$ cat config.mk
export PLATFORM = sky130hd
export DESIGN_NAME = olap_regs
export DESIGN_NICKNAME = d
export VERILOG_FILES = /design/src/olap_pkg.sv /design/src/olap_regs.sv /design/src/olap_posreg.sv
export VERILOG_INCLUDE_DIRS = /design/src /design/src/src
export SDC_FILE = /design/constraint.sdc
export NUM_CORES = 1
export LEC_CHECK = 0
export ABC_AREA = 0
export BUFFER_PORTS_ARGS = -buffer_cell sky130_fd_sc_hd__buf_4
export CORE_ASPECT_RATIO = 1.1
export CORE_MARGIN = 2
export CORE_UTILIZATION = 35
export DETAILED_ROUTE_END_ITERATION = 12
export GPL_TIMING_DRIVEN = 0
export PLACE_DENSITY = 0.68
export SYNTH_ARGS = -nofsm -noshare
export SYNTH_HDL_FRONTEND = slang
export SYNTH_SLANG_ARGS = --single-unit
$ cat constraint.sdc
create_clock -name i_clk_sys -period 1.8 [get_ports i_clk_sys]
set_input_delay 0.18 -clock i_clk_sys [delete_from_list [all_inputs] [get_ports i_clk_sys]]
set_output_delay 0.18 -clock i_clk_sys [all_outputs]
set_load 0.1 [all_outputs]
$ cat src/olap_consts.svh
// register offsets, field positions and reset values of the display attribute bank
`ifndef OLAP_CONSTS_SVH
`define OLAP_CONSTS_SVH

// ----------------------------------------------------------------
// byte addresses
// ----------------------------------------------------------------
`define OLAP_ADDR_CSIZE_9_12  16'h0F9C
`define OLAP_ADDR_UL_1_8      16'h0F9D
`define OLAP_ADDR_UL_9_12     16'h0F9E
`define OLAP_ADDR_FR_1_8      16'h0F9F
`define OLAP_ADDR_FR_9_12     16'h0FA0
`define OLAP_ADDR_SOL_1_4     16'h0FA2
`define OLAP_ADDR_SOL_5_8     16'h0FA3
`define OLAP_ADDR_SOL_9_12    16'h0FA4
`define OLAP_ADDR_BG_COLOUR   16'h0FA5
`define OLAP_ADDR_AREA_COLOUR 16'h0FA6
`define OLAP_ADDR_RASTER_CTL  16'h0FA7
`define OLAP_ADDR_A1_HS       16'h0FA8
`define OLAP_ADDR_A1_HE       16'h0FAA
`define OLAP_ADDR_A1_VS       16'h0FAC
`define OLAP_ADDR_A1_VE       16'h0FAE
`define OLAP_ADDR_A2_HS       16'h0FB0
`define OLAP_HI_BYTE_STEP     16'h0001

// ----------------------------------------------------------------
// field positions
// ----------------------------------------------------------------
`define OLAP_BG_RED_BIT       6
`define OLAP_BG_GREEN_BIT     5
`define OLAP_BG_BLUE_BIT      4
`define OLAP_P2_HALF_BIT      7
`define OLAP_P2_RGB_LSB       4
`define OLAP_P1_HALF_BIT      3
`define OLAP_P1_RGB_LSB       0
`define OLAP_BG_FUNC_BIT      7
`define OLAP_BLANK_BIT        6
`define OLAP_P2_SHOW_BIT      5
`define OLAP_P1_SHOW_BIT      4
`define OLAP_RASTER_RGB_LSB   0
`define OLAP_SOL_LEFT_BIT     0
`define OLAP_SOL_RIGHT_BIT    1

// ----------------------------------------------------------------
// reset values and read answer
// ----------------------------------------------------------------
`define OLAP_RST_BYTE         8'h00
`define OLAP_RST_RGB          3'h0
`define OLAP_RST_ROWS         12'h000
`define OLAP_READ_ANSWER      8'h00

`endif

$ cat src/olap_pkg.sv
// types shared by the display attribute bank
`default_nettype none

package olap_pkg;

  // per-row character size code
  typedef enum logic [1:0] {
    OLAP_SIZE_OFF    = 2'h0,
    OLAP_SIZE_LARGE  = 2'h1,
    OLAP_SIZE_MIDDLE = 2'h2,
    OLAP_SIZE_SMALL  = 2'h3
  } olap_size_e;

  // per-row solid space code
  typedef enum logic [1:0] {
    OLAP_SOL_NONE  = 2'h0,
    OLAP_SOL_LEFT  = 2'h1,
    OLAP_SOL_RIGHT = 2'h2,
    OLAP_SOL_BOTH  = 2'h3
  } olap_sol_e;

endpackage

`default_nettype wire

$ cat src/olap_regs.sv
// write-only display attribute and area plane register bank
//
// The address-and-strobe port was chosen for this implementation.
`default_nettype none
`include "olap_consts.svh"

// Overview of operation
// - size code 01 large, 11 small
// - size code 00 off, 10 middle
// - one underline enable per row
// - one fringing enable per row
// - two-bit solid space: none/left/right/both
// - three background colour bits
// - area one colour in low nibble
// - area two colour in high nibble
// - bit 3 makes area one half transparent
// - bit 7 makes area two half transparent
// - bit 4 enables area one plane
// - bit 5 enables area two plane
// - area one horizontal start, nine bits
// - area one horizontal end, nine bits
// - area one vertical start, ten bits
// - area one vertical end, ten bits
// - area two horizontal start, nine bits
module olap_regs (
  input  wire logic        i_clk_sys,
  input  wire logic        i_rstn,
  input  wire logic [15:0] i_addr,
  input  wire logic [7:0]  i_wdata,
  input  wire logic        i_wr,
  input  wire logic        i_rd,
  output logic      [7:0]  o_rdata,
  output logic      [7:0]  o_row_char_size,
  output logic      [3:0]  o_row_off,
  output logic      [3:0]  o_row_large,
  output logic      [3:0]  o_row_middle,
  output logic      [3:0]  o_row_small,
  output logic      [11:0] o_row_underline_en,
  output logic      [11:0] o_row_fringe_en,
  output logic      [11:0] o_row_solid_left,
  output logic      [11:0] o_row_solid_right,
  output logic      [2:0]  o_bg_rgb,
  output logic      [2:0]  o_plane1_rgb,
  output logic      [2:0]  o_plane2_rgb,
  output logic             o_plane1_half_transparent,
  output logic             o_plane2_half_transparent,
  output logic             o_background_func_en,
  output logic             o_full_raster_blank,
  output logic             o_plane1_show,
  output logic             o_plane2_show,
  output logic      [2:0]  o_raster_rgb,
  output logic      [8:0]  o_plane1_h_start,
  output logic      [8:0]  o_plane1_h_end,
  output logic      [9:0]  o_plane1_v_start,
  output logic      [9:0]  o_plane1_v_end,
  output logic      [8:0]  o_plane2_h_start
);

  // ----------------------------------------------------------------
  // address decode
  // ----------------------------------------------------------------
  // full sixteen-bit compare, so no mirror of the bank answers a write
  function automatic logic wr_hit(input logic [15:0] a);
    wr_hit = i_wr && (i_addr == a);
  endfunction

  function automatic olap_pkg::olap_size_e size_of(input logic [1:0] code);
    size_of = olap_pkg::olap_size_e'(code);
  endfunction

  // ----------------------------------------------------------------
  // read port
  // ----------------------------------------------------------------
  // nothing is stored for reading, so software must shadow its writes
  always_ff @(posedge i_clk_sys) begin
    if (!i_rstn) begin
      o_rdata <= `OLAP_READ_ANSWER;
    end else begin
      o_rdata <= `OLAP_READ_ANSWER;
    end
  end

  // ----------------------------------------------------------------
  // character size, rows nine to twelve
  // ----------------------------------------------------------------
  always_ff @(posedge i_clk_sys) begin
    if (!i_rstn) begin
      o_row_char_size <= `OLAP_RST_BYTE;
    end else if (wr_hit(`OLAP_ADDR_CSIZE_9_12)) begin
      o_row_char_size <= i_wdata;
    end
  end

  // decoded per row so the display engine needs no comparators
  genvar g;
  generate
    for (g = 0; g < 4; g++) begin : g_size
      logic off_q;
      logic large_q;
      logic middle_q;
      logic small_q;
      // a row stays off until software picks a size for it
      always_ff @(posedge i_clk_sys) begin
        if (!i_rstn) begin
          off_q    <= 1'b1;
          large_q  <= 1'b0;
          middle_q <= 1'b0;
          small_q  <= 1'b0;
        end else if (wr_hit(`OLAP_ADDR_CSIZE_9_12)) begin
          off_q    <= size_of(i_wdata[2*g+:2]) == olap_pkg::OLAP_SIZE_OFF;
          large_q  <= size_of(i_wdata[2*g+:2]) == olap_pkg::OLAP_SIZE_LARGE;
          middle_q <= size_of(i_wdata[2*g+:2]) == olap_pkg::OLAP_SIZE_MIDDLE;
          small_q  <= size_of(i_wdata[2*g+:2]) == olap_pkg::OLAP_SIZE_SMALL;
        end
      end
      assign o_row_off[g]    = off_q;
      assign o_row_large[g]  = large_q;
      assign o_row_middle[g] = middle_q;
      assign o_row_small[g]  = small_q;
    end
  endgenerate

  // ----------------------------------------------------------------
  // underline and fringing enables
  // ----------------------------------------------------------------
  always_ff @(posedge i_clk_sys) begin
    if (!i_rstn) begin
      o_row_underline_en <= `OLAP_RST_ROWS;
    end else if (wr_hit(`OLAP_ADDR_UL_1_8)) begin
      o_row_underline_en[7:0] <= i_wdata;
    end else if (wr_hit(`OLAP_ADDR_UL_9_12)) begin
      o_row_underline_en[11:8] <= i_wdata[3:0];
    end
  end

  always_ff @(posedge i_clk_sys) begin
    if (!i_rstn) begin
      o_row_fringe_en <= `OLAP_RST_ROWS;
    end else if (wr_hit(`OLAP_ADDR_FR_1_8)) begin
      o_row_fringe_en[7:0] <= i_wdata;
    end else if (wr_hit(`OLAP_ADDR_FR_9_12)) begin
      o_row_fringe_en[11:8] <= i_wdata[3:0];
    end
  end

  // ----------------------------------------------------------------
  // solid space, four rows per byte
  // ----------------------------------------------------------------
  generate
    for (g = 0; g < 12; g++) begin : g_sol
      localparam logic [15:0] SOL_ADDR = `OLAP_ADDR_SOL_1_4 + 16'(g / 4);
      localparam int unsigned SOL_LSB  = 2 * (g % 4);
      logic left_q;
      logic right_q;
      always_ff @(posedge i_clk_sys) begin
        if (!i_rstn) begin
          left_q  <= 1'b0;
          right_q <= 1'b0;
        end else if (wr_hit(SOL_ADDR)) begin
          left_q  <= i_wdata[SOL_LSB+`OLAP_SOL_LEFT_BIT];
          right_q <= i_wdata[SOL_LSB+`OLAP_SOL_RIGHT_BIT];
        end
      end
      assign o_row_solid_left[g]  = left_q;
      assign o_row_solid_right[g] = right_q;
    end
  endgenerate

  // ----------------------------------------------------------------
  // colours
  // ----------------------------------------------------------------
  always_ff @(posedge i_clk_sys) begin
    if (!i_rstn) begin
      o_bg_rgb <= `OLAP_RST_RGB;
    end else if (wr_hit(`OLAP_ADDR_BG_COLOUR)) begin
      o_bg_rgb <= {i_wdata[`OLAP_BG_RED_BIT], i_wdata[`OLAP_BG_GREEN_BIT], i_wdata[`OLAP_BG_BLUE_BIT]};
    end
  end

  always_ff @(posedge i_clk_sys) begin
    if (!i_rstn) begin
      o_plane1_rgb              <= `OLAP_RST_RGB;
      o_plane2_rgb              <= `OLAP_RST_RGB;
      o_plane1_half_transparent <= 1'b0;
      o_plane2_half_transparent <= 1'b0;
    end else if (wr_hit(`OLAP_ADDR_AREA_COLOUR)) begin
      o_plane1_rgb              <= i_wdata[`OLAP_P1_RGB_LSB+:3];
      o_plane2_rgb              <= i_wdata[`OLAP_P2_RGB_LSB+:3];
      o_plane1_half_transparent <= i_wdata[`OLAP_P1_HALF_BIT];
      o_plane2_half_transparent <= i_wdata[`OLAP_P2_HALF_BIT];
    end
  end

  // ----------------------------------------------------------------
  // raster plane control
  // ----------------------------------------------------------------
  // planes come up hidden so nothing shows before software sets positions
  always_ff @(posedge i_clk_sys) begin
    if (!i_rstn) begin
      o_background_func_en <= 1'b0;
      o_full_raster_blank  <= 1'b0;
      o_plane1_show        <= 1'b0;
      o_plane2_show        <= 1'b0;
      o_raster_rgb         <= `OLAP_RST_RGB;
    end else if (wr_hit(`OLAP_ADDR_RASTER_CTL)) begin
      o_background_func_en <= i_wdata[`OLAP_BG_FUNC_BIT];
      o_full_raster_blank  <= i_wdata[`OLAP_BLANK_BIT];
      o_plane1_show        <= i_wdata[`OLAP_P1_SHOW_BIT];
      o_plane2_show        <= i_wdata[`OLAP_P2_SHOW_BIT];
      o_raster_rgb         <= i_wdata[`OLAP_RASTER_RGB_LSB+:3];
    end
  end

  // ----------------------------------------------------------------
  // area plane positions
  // ----------------------------------------------------------------
  // halves load separately; the engine may briefly see a mixed value
  olap_posreg #(.HI_W(1)) u_p1_hs (
    .i_clk_sys (i_clk_sys),
    .i_rstn    (i_rstn),
    .i_wr_lo   (wr_hit(`OLAP_ADDR_A1_HS)),
    .i_wr_hi   (wr_hit(`OLAP_ADDR_A1_HS + `OLAP_HI_BYTE_STEP)),
    .i_wdata   (i_wdata),
    .o_pos     (o_plane1_h_start)
  );

  olap_posreg #(.HI_W(1)) u_p1_he (
    .i_clk_sys (i_clk_sys),
    .i_rstn    (i_rstn),
    .i_wr_lo   (wr_hit(`OLAP_ADDR_A1_HE)),
    .i_wr_hi   (wr_hit(`OLAP_ADDR_A1_HE + `OLAP_HI_BYTE_STEP)),
    .i_wdata   (i_wdata),
    .o_pos     (o_plane1_h_end)
  );

  olap_posreg #(.HI_W(2)) u_p1_vs (
    .i_clk_sys (i_clk_sys),
    .i_rstn    (i_rstn),
    .i_wr_lo   (wr_hit(`OLAP_ADDR_A1_VS)),
    .i_wr_hi   (wr_hit(`OLAP_ADDR_A1_VS + `OLAP_HI_BYTE_STEP)),
    .i_wdata   (i_wdata),
    .o_pos     (o_plane1_v_start)
  );

  olap_posreg #(.HI_W(2)) u_p1_ve (
    .i_clk_sys (i_clk_sys),
    .i_rstn    (i_rstn),
    .i_wr_lo   (wr_hit(`OLAP_ADDR_A1_VE)),
    .i_wr_hi   (wr_hit(`OLAP_ADDR_A1_VE + `OLAP_HI_BYTE_STEP)),
    .i_wdata   (i_wdata),
    .o_pos     (o_plane1_v_end)
  );

  olap_posreg #(.HI_W(1)) u_p2_hs (
    .i_clk_sys (i_clk_sys),
    .i_rstn    (i_rstn),
    .i_wr_lo   (wr_hit(`OLAP_ADDR_A2_HS)),
    .i_wr_hi   (wr_hit(`OLAP_ADDR_A2_HS + `OLAP_HI_BYTE_STEP)),
    .i_wdata   (i_wdata),
    .o_pos     (o_plane2_h_start)
  );
endmodule // olap_regs

`default_nettype wire

$ cat src/olap_posreg.sv
// split position register: eight low bits plus a few high bits at the next byte
`default_nettype none
`include "olap_consts.svh"

module olap_posreg #(
  parameter int unsigned HI_W = 1
) (
  input  wire logic              i_clk_sys,
  input  wire logic              i_rstn,
  input  wire logic              i_wr_lo,
  input  wire logic              i_wr_hi,
  input  wire logic [7:0]        i_wdata,
  output logic      [7+HI_W:0]   o_pos
);

  // the two halves load independently; software writes them in any order
  always_ff @(posedge i_clk_sys) begin
    if (!i_rstn) begin
      o_pos[7:0] <= `OLAP_RST_BYTE;
    end else if (i_wr_lo) begin
      o_pos[7:0] <= i_wdata;
    end
  end

  always_ff @(posedge i_clk_sys) begin
    if (!i_rstn) begin
      o_pos[7+HI_W:8] <= '0;
    end else if (i_wr_hi) begin
      o_pos[7+HI_W:8] <= i_wdata[HI_W-1:0];
    end
  end

endmodule // olap_posreg

`default_nettype wire

Yosys cells after proc, flatten, opt, wreduce, memory -nomap -nowiden
Cells that the tools add are included.
Storage, ports and cells
  register bits: 137
  input port bits: 28
  output and inout bits: 145
Operators by class
  equality and inequality tests: 33
  bitwise operators: 2
  reductions and logical operators: 27
Operator list (number)
  $eq 16x12->1 const B: 21
  $logic_and 1x1->1: 21
  $eq 2x2->1 const B: 8
  $eq 2x1->1 const B: 4
  $logic_not 2->1: 4
  $reduce_and 2->1: 2
  $not 1->1: 2

Depth between registers and ports, before layout
Gate-level depths: netlist of run 1.
  depth after elaboration: 4
  depth in mapped cells: 6
  depth with buffers taken out: 4

Modules after synthesis
Synthesis of run 1 repeated with hierarchy kept, for this count alone.
Second synthesis, totals
  cell total of the unflattened synthesis: 554
  area, all modules: 5684.2 µm²
By module, submodules not included
  olap_regs: instances 1, cells each 408, area an instance 3922.5 µm²
  olap_posreg (u_p1_he ...): instances 3, cells each 28, area an instance 337.8 µm²
  olap_posreg (u_p1_ve ...): instances 2, cells each 31, area an instance 374.1 µm²

Worst setup path before layout of run 1
OpenSTA, ideal clock, no wires.
  path kind: input -> register
  start point: in i_addr[13]
  end point: reg u_p2_hs.o_pos[1]
  data arrival time: 1.528 ns
  setup slack: 0.200 ns
  stages on the path: 4
  buffers on the path: 0
  cell sequence: nor4_4 > nand4_4 > nor4_4 > mux2i_1
On the way
  word-level cells in the longest chain between the ends: 2
RTL lines
  start: declaration: line olap_regs.sv:28  | input wire logic [15:0] i_addr,
  $eq 16x12->1: line olap_regs.sv:64  | wr_hit = i_wr && (i_addr == a);
  $logic_and 1x1->1: line olap_regs.sv:64
  end signal: assignment: line olap_posreg.sv:19  | o_pos[7:0] <= `OLAP_RST_BYTE;
  end signal: assignment: line olap_posreg.sv:21  | o_pos[7:0] <= i_wdata;
  end: declaration: line olap_posreg.sv:13  | output logic [7+HI_W:0] o_pos
Every way passes these cells.
A chain may end at the register's enable or synchronous reset.

Worst setup path after layout of run 1
  start point: in i_addr[13]
  end point: reg u_p1_he.o_pos[3]
On the way
  word-level cells in the longest chain between the ends: 2
RTL lines (line)
  $eq 16x12->1: olap_regs.sv:64
  $logic_and 1x1->1: olap_regs.sv:64
  end signal: assignment: olap_posreg.sv:19
  end signal: assignment: olap_posreg.sv:21
  end: declaration: olap_posreg.sv:13
Every way passes these cells.

==> results.cfg, run 1 <==
[sta]
drv_slew = 0
post-route-period-util_pct = 92.8
finalCriticalPeriod_ns = 1.67
max_freq_mhz = 599
worst_slack_ns = 0.130
clock_skew_ns = 0
setup_violations = 0
max-slew-margin-rel_pct = 41.1
final_hold_viol_count = 0
worst_slew_pin_slew_ns = 0.876
setup_tns_ns = 0
grt_setup_unrepaired = true

[route]
ant_nets = 0
vias_per_cell = 4.65
route.vias.total = 4459
wl_per_cell_um = 16.3
drc = 0
drt_iter0_markers = 152
drt-pass1-iter-count = 4
drt_wl_total_um = 15600

[power_and_ir_drop]
ir_drop_mv = 0.481
power.density_nw_per_um2 = 900
p_leak_nw = 3.33

[placed_design]
place.gp.congestion = 0.765
dp_hpwl_um = 11100
place_ws_ns = -0.338
portBuffers = 161
dp.cells = 927

[run_status]
outcome = complete, no violations

[finish]
seq_area_sq_um = 2740
multi_input_area_sq_um = 2360
final_cell_mix = buf_4 (209), nand2_1 (142), dfxtp_1 (137)
fin_util_pct = 49.0
drive_gt1_share_pct = 34.2
area_growth_pct = 37.5
fin_cells = 958
nNetsFinal = 774
final_common_cell = buf_4
antenna_cells = 0
fillers = 1489

[die]
die_h_um = 136
die_w_um = 124
die-area_sq_um = 16900
coreArea_sq_um = 15600
num_io_pins = 173
num_rows = 48
start_util_pct = 35.7

[global_route]
first_global_vias = 4391
grt_first_pass_wirelength_um = 24100
grt_usage_pct = 18.5
grt_max_degree = 17
antenna_found_initial = 0
grt-ovfl-total = 0

[synthesis]
synth_seq_area_share_pct = 49.3
synth.area.mux_share_pct = 23.6
synthCells = 559
synth_top_family_by_area = multiplexers
yosys.area_share.simple_pct = 16.7
synth-seq-cells = 137
synthAdderAreaFrac_pct = 0
syn_avg_cell_area_sq_um = 9.96
synth-xor-area-share_pct = 0
yosysTopAreaCell = dfxtp_1
synth-compound-area-share_pct = 1.53
yosysTopAreaCellShare_pct = 49.3
syn_area_sq_um = 5570
yosys_warnings = 0
synth.area.top_cells = dfxtp_1 (49%), mux2i_1 (24%), nand2_1 (9.6%)
yosysUniqueCellTypes = 26

[setup_path]
crit_slowest_cell = nor2_2
path_max_fanout = 8
required_ns = 2.14
worstSetupPathType = in -> reg
endpoint_kind = flop
crit_arrival_ns = 2.01
regToRegSetupSlack_ns = 1.11
path_cells = buf_4 > nor4_4 > nand4_1 > nor2_2 > mux2i_1
critPathLaunchType = input port
cpPeakStageDelay_ns = 0.57

[clock_network]
clock_sinks = 137
cts_buffer_depth = 2
numCtsBuffers = 17
post_cts_buffers = 0
worstSkewPairLatency_ns = 0.42
ctsRootBufferMaster = clkbuf_16
cts_tree = done
clk_pin_slew_ns = 0.06
htreeDepth = 4

[min_path]
min_path_type = in -> reg

[flow_run]
maxCapViolations = 0
-- cells in the mapped netlist, drive strengths merged --
master    n
and3      2
and4      2
and4bb    1
buf      53
clkbuf   29
conb      1
dfxtp   137
mux2i   131
nand2   142
nand3    11
nand3b    8
nand4     8
nor2     12
nor2b     7
nor4      2
nor4b     1
o211ai    2
o21ai     4
o311ai    4
o31ai     2
-- registers in the layout, summed over array words and instances, names as in the netlist, 8 cells and up --
| register | count |
|---|---|
| u_p1_ve.o_pos | 10 |
| g_sol.right_q | 12 |
| g_sol.left_q | 12 |
| u_p2_hs.o_pos | 9 |
| o_row_char_size | 8 |
| u_p1_vs.o_pos | 10 |
| u_p1_he.o_pos | 9 |
| o_row_underline_en | 12 |
| o_row_fringe_en | 12 |
| u_p1_hs.o_pos | 9 |
-- power breakdown --
group	switching (mW)	leakage [nW]	internal (mW)
clock	1.28	0.302	2.24
sequential	0.0000138	1.10	3.03
combinational	0.251	1.93	0.0816
total	1.53	3.33	5.36
-- final timing paths --
check,from,endpoint,cells after the start
max reg2reg,g_size[1].off_q,g_size[1].off_q,2
min reg2reg,g_size[1].middle_q,g_size[1].middle_q,2
min,i_wdata[1],g_size[0].off_q,2
max,i_addr[13],u_p1_he.o_pos[3],5
-- repair_timing --
item | in CTS | in global routing
endpoints found under the hold margin | 0 | 0
gates resized for setup | 0 | 0
setup endpoints to repair | 0 | 6
hold buffers | 0 | 0
-- stage by stage --
step	hold WS, ns	total power, mW	area, sq um
final	0.0437	6.89	7650
after global routing	0.0374	7.09	7650
after CTS	0.0266	6.96	7650
after detailed placement	0.447	3.43	7050
after global placement	0.442	3.43	7050
after floorplan	0.334	3.30	5590
-- per-layer routing --
metal	vias up	GRT usage, %	routed length, um
met2	149	30.0	7300
met4	0	6.49	263
met5	-	0	0
li1	2193	-	-
met1	2097	22.9	6920
met3	20	6.34	1160
-- cells by family after synthesis --
| logic type | count (synthesis) |
|---|---|
| AND/OR/NAND/NOR | 196 |
| flip-flops | 137 |
| AO/OA/AOI/OAI | 12 |
| buffers and inverters | 82 |
| multiplexers | 131 |
| other | 1 |
-- worst max-delay path: cells and delay by family --
kind | cells | cell delay [ns]
multiplexers | 1 | 0.27
AND/OR/NAND/NOR | 3 | 1.43
buffers and inverters | 1 | 0.12
-- layout make-up --
class / instances / share of cell area (%)
well taps: 200 / 3.27
repair buffers: 161 / 15.8
flip-flops and latches: 137 / 35.8
plain buffers: 82 / 6.46
clock buffers: 24 / 6.69
clock inverters: 7 / 1.16
multi-input cells: 347 / 30.8
Note: power is estimated with default switching activity, not from simulation.
==> run 2: changes to the inputs <==
- PLACE_DENSITY: 0.68 -> 0.7
- clock period: 1.8 -> 1.35 ns (I/O delays scaled with it)
==> results.cfg, run 2 (synthesis gave the netlist of run 1 again) <==
[clock_network]
clock_sinks = 137
cts_tree = done
clk_pin_slew_ns = 0.06
ctsRootBufferMaster = clkbuf_16
cts_buffer_depth = 2
worstSkewPairLatency_ns = 0.41
numCtsBuffers = 17
htreeDepth = 4

[route]
drt-pass1-iter-count = 4
wl_per_cell_um = 16.3
route.vias.total = 4452
drt_wl_total_um = 15800
drc = 0
vias_per_cell = 4.60
drt_iter0_markers = 114
ant_nets = 0

[finish]
antenna_cells = 0
final_cell_mix = buf_4 (214), nand2_1 (142), dfxtp_1 (137)
drive_gt1_share_pct = 35.3
area_growth_pct = 41.7
final_common_cell = buf_4
postLayoutCellArea_sq_um = 7890
nNetsFinal = 783

[sta]
finalCriticalPeriod_ns = 1.29
grt_setup_unrepaired = true
post-route-period-util_pct = 95.9
setup_violations = 0
drv_slew = 0
worst_slew_pin_slew_ns = 0.672
max_freq_mhz = 773
clock_skew_ns = 0
max-slew-margin-rel_pct = 55.2
final_hold_viol_count = 0

[global_route]
antenna_found_initial = 0
use_met3_pct = 7.01
grt_usage_pct = 18.4
grt.met2_usage_pct = 30.6
grt-ovfl-total = 0
grt_first_pass_wirelength_um = 24300
first_global_vias = 4441
grt_use_met1_pct = 22.4
grt_max_degree = 17
top_usage_layer = met2

[power_and_ir_drop]
swShare_pct = 21.8
p_leak_nw = 3.39
ir_drop_mv = 0.738
finalPower_mw = 9.58
switching_power_mw = 2.09
comb_power_share_pct = 4.8
seq_power_share_pct = 42.2
clkPwrFrac_pct = 53.0
power.density_nw_per_um2 = 1210
internal_power_mw = 7.50

[min_path]
min_path_type = in -> reg
worstHoldStart = i_wdata[3]

[setup_path]
worst-path-buf-inv = 2
critPathLaunchType = input port
path_max_fanout = 8
worstSetupPathType = in -> reg
endpoint_kind = flop
reg2reg_from = g_size[3].off_q
crit_slowest_cell = and4bb_2
required_ns = 1.68
cpPeakStageDelay_ns = 0.35
path_cells = buf_4 > and4bb_2 > and3_1 > nor2b_1 > clkbuf_4 > mux2i_1
cp-startpoint = i_addr[4]
crit_family = simple AND/OR/NAND/NOR gates
crit_arrival_ns = 1.63

[placed_design]
portBuffers = 161
place_area_sq_um = 7100
dp_hpwl_um = 11300
place.gp.congestion = 0.771

[die]
start_util_pct = 35.7
die_w_um = 124
num_io_pins = 173
die_h_um = 136
num_rows = 48
coreArea_sq_um = 15600
die-area_sq_um = 16900

[run_status]
outcome = complete, no violations

[flow_run]
maxCapViolations = 0
run 2: changes by cell type in the layout (fill, tap and decap cells not counted), sizes merged:
| cell | delta |
|---|---|
| clkbuf | -2 |
| buf | +4 |
| clkinvlp | +1 |
| inv | +1 |
| bufinv | +3 |
| dlygate4sd3 | +4 |
| clkinv | -1 |
run 2: routing by layer:
layer | vias up | share of wire (%)
met4 | 0 | 1.1
met5 | - | 0
li1 | 2221 | -
met3 | 14 | 8.2
met2 | 146 | 47
met1 | 2071 | 44
run 2: path summary, 6_finish.rpt:
kind / to / slack [ns] / depth (start not counted)
max: u_p1_vs.o_pos[3] / 0.06 / 6
max reg2reg: g_size[3].off_q / 0.66 / 2
min reg2reg: g_size[0].large_q / 0.46 / 2
min: g_size[1].off_q / 0.02 / 2
run 2: area by class of cell:
cell class / instances / area [sq um]
fill: 1486 / 7730
buffer: 81 / 502
clock inverter: 11 / 194
timing repair buffer: 171 / 1320
tap: 200 / 250
clock buffer: 21 / 450
sequential: 137 / 2740
multi-input combinational: 347 / 2430
run 2: power groups by stage:
stage	Clock [mW]	Combinational (mW)	Sequential, mW
3_3_place_gp	0	0.450	4.13
3_5_place_dp	0	0.450	4.13
5_1_grt	5.34	0.489	4.04
2_1_floorplan	0	0.274	4.13
4_1_cts	5.17	0.461	4.04
6_report	5.08	0.457	4.04
run 2: metrics by stage:
step                      util, %  worst slack, ns  hold slack [ns]  std cells  setup TNS (ns)
final                        50.5           0.0556           0.0178        968               0
after global routing         50.5         -0.00327          0.00516        968        -0.00327
after detailed placement     45.5           -0.650            0.425        927          -63.06
after global placement       45.5           -0.634            0.417        927          -62.03
after floorplan                 -           -0.142            0.289        566           -8.27
after CTS                    50.2          -0.0725          0.00148        967          -0.979
run 2: repair_timing:
item	CTS	global route
hold endpoints to repair	3	0
pin swaps	4	3
hold buffers	4	0
setup endpoints to repair	77	103
resized for setup	5	9
setup buffers	4	2
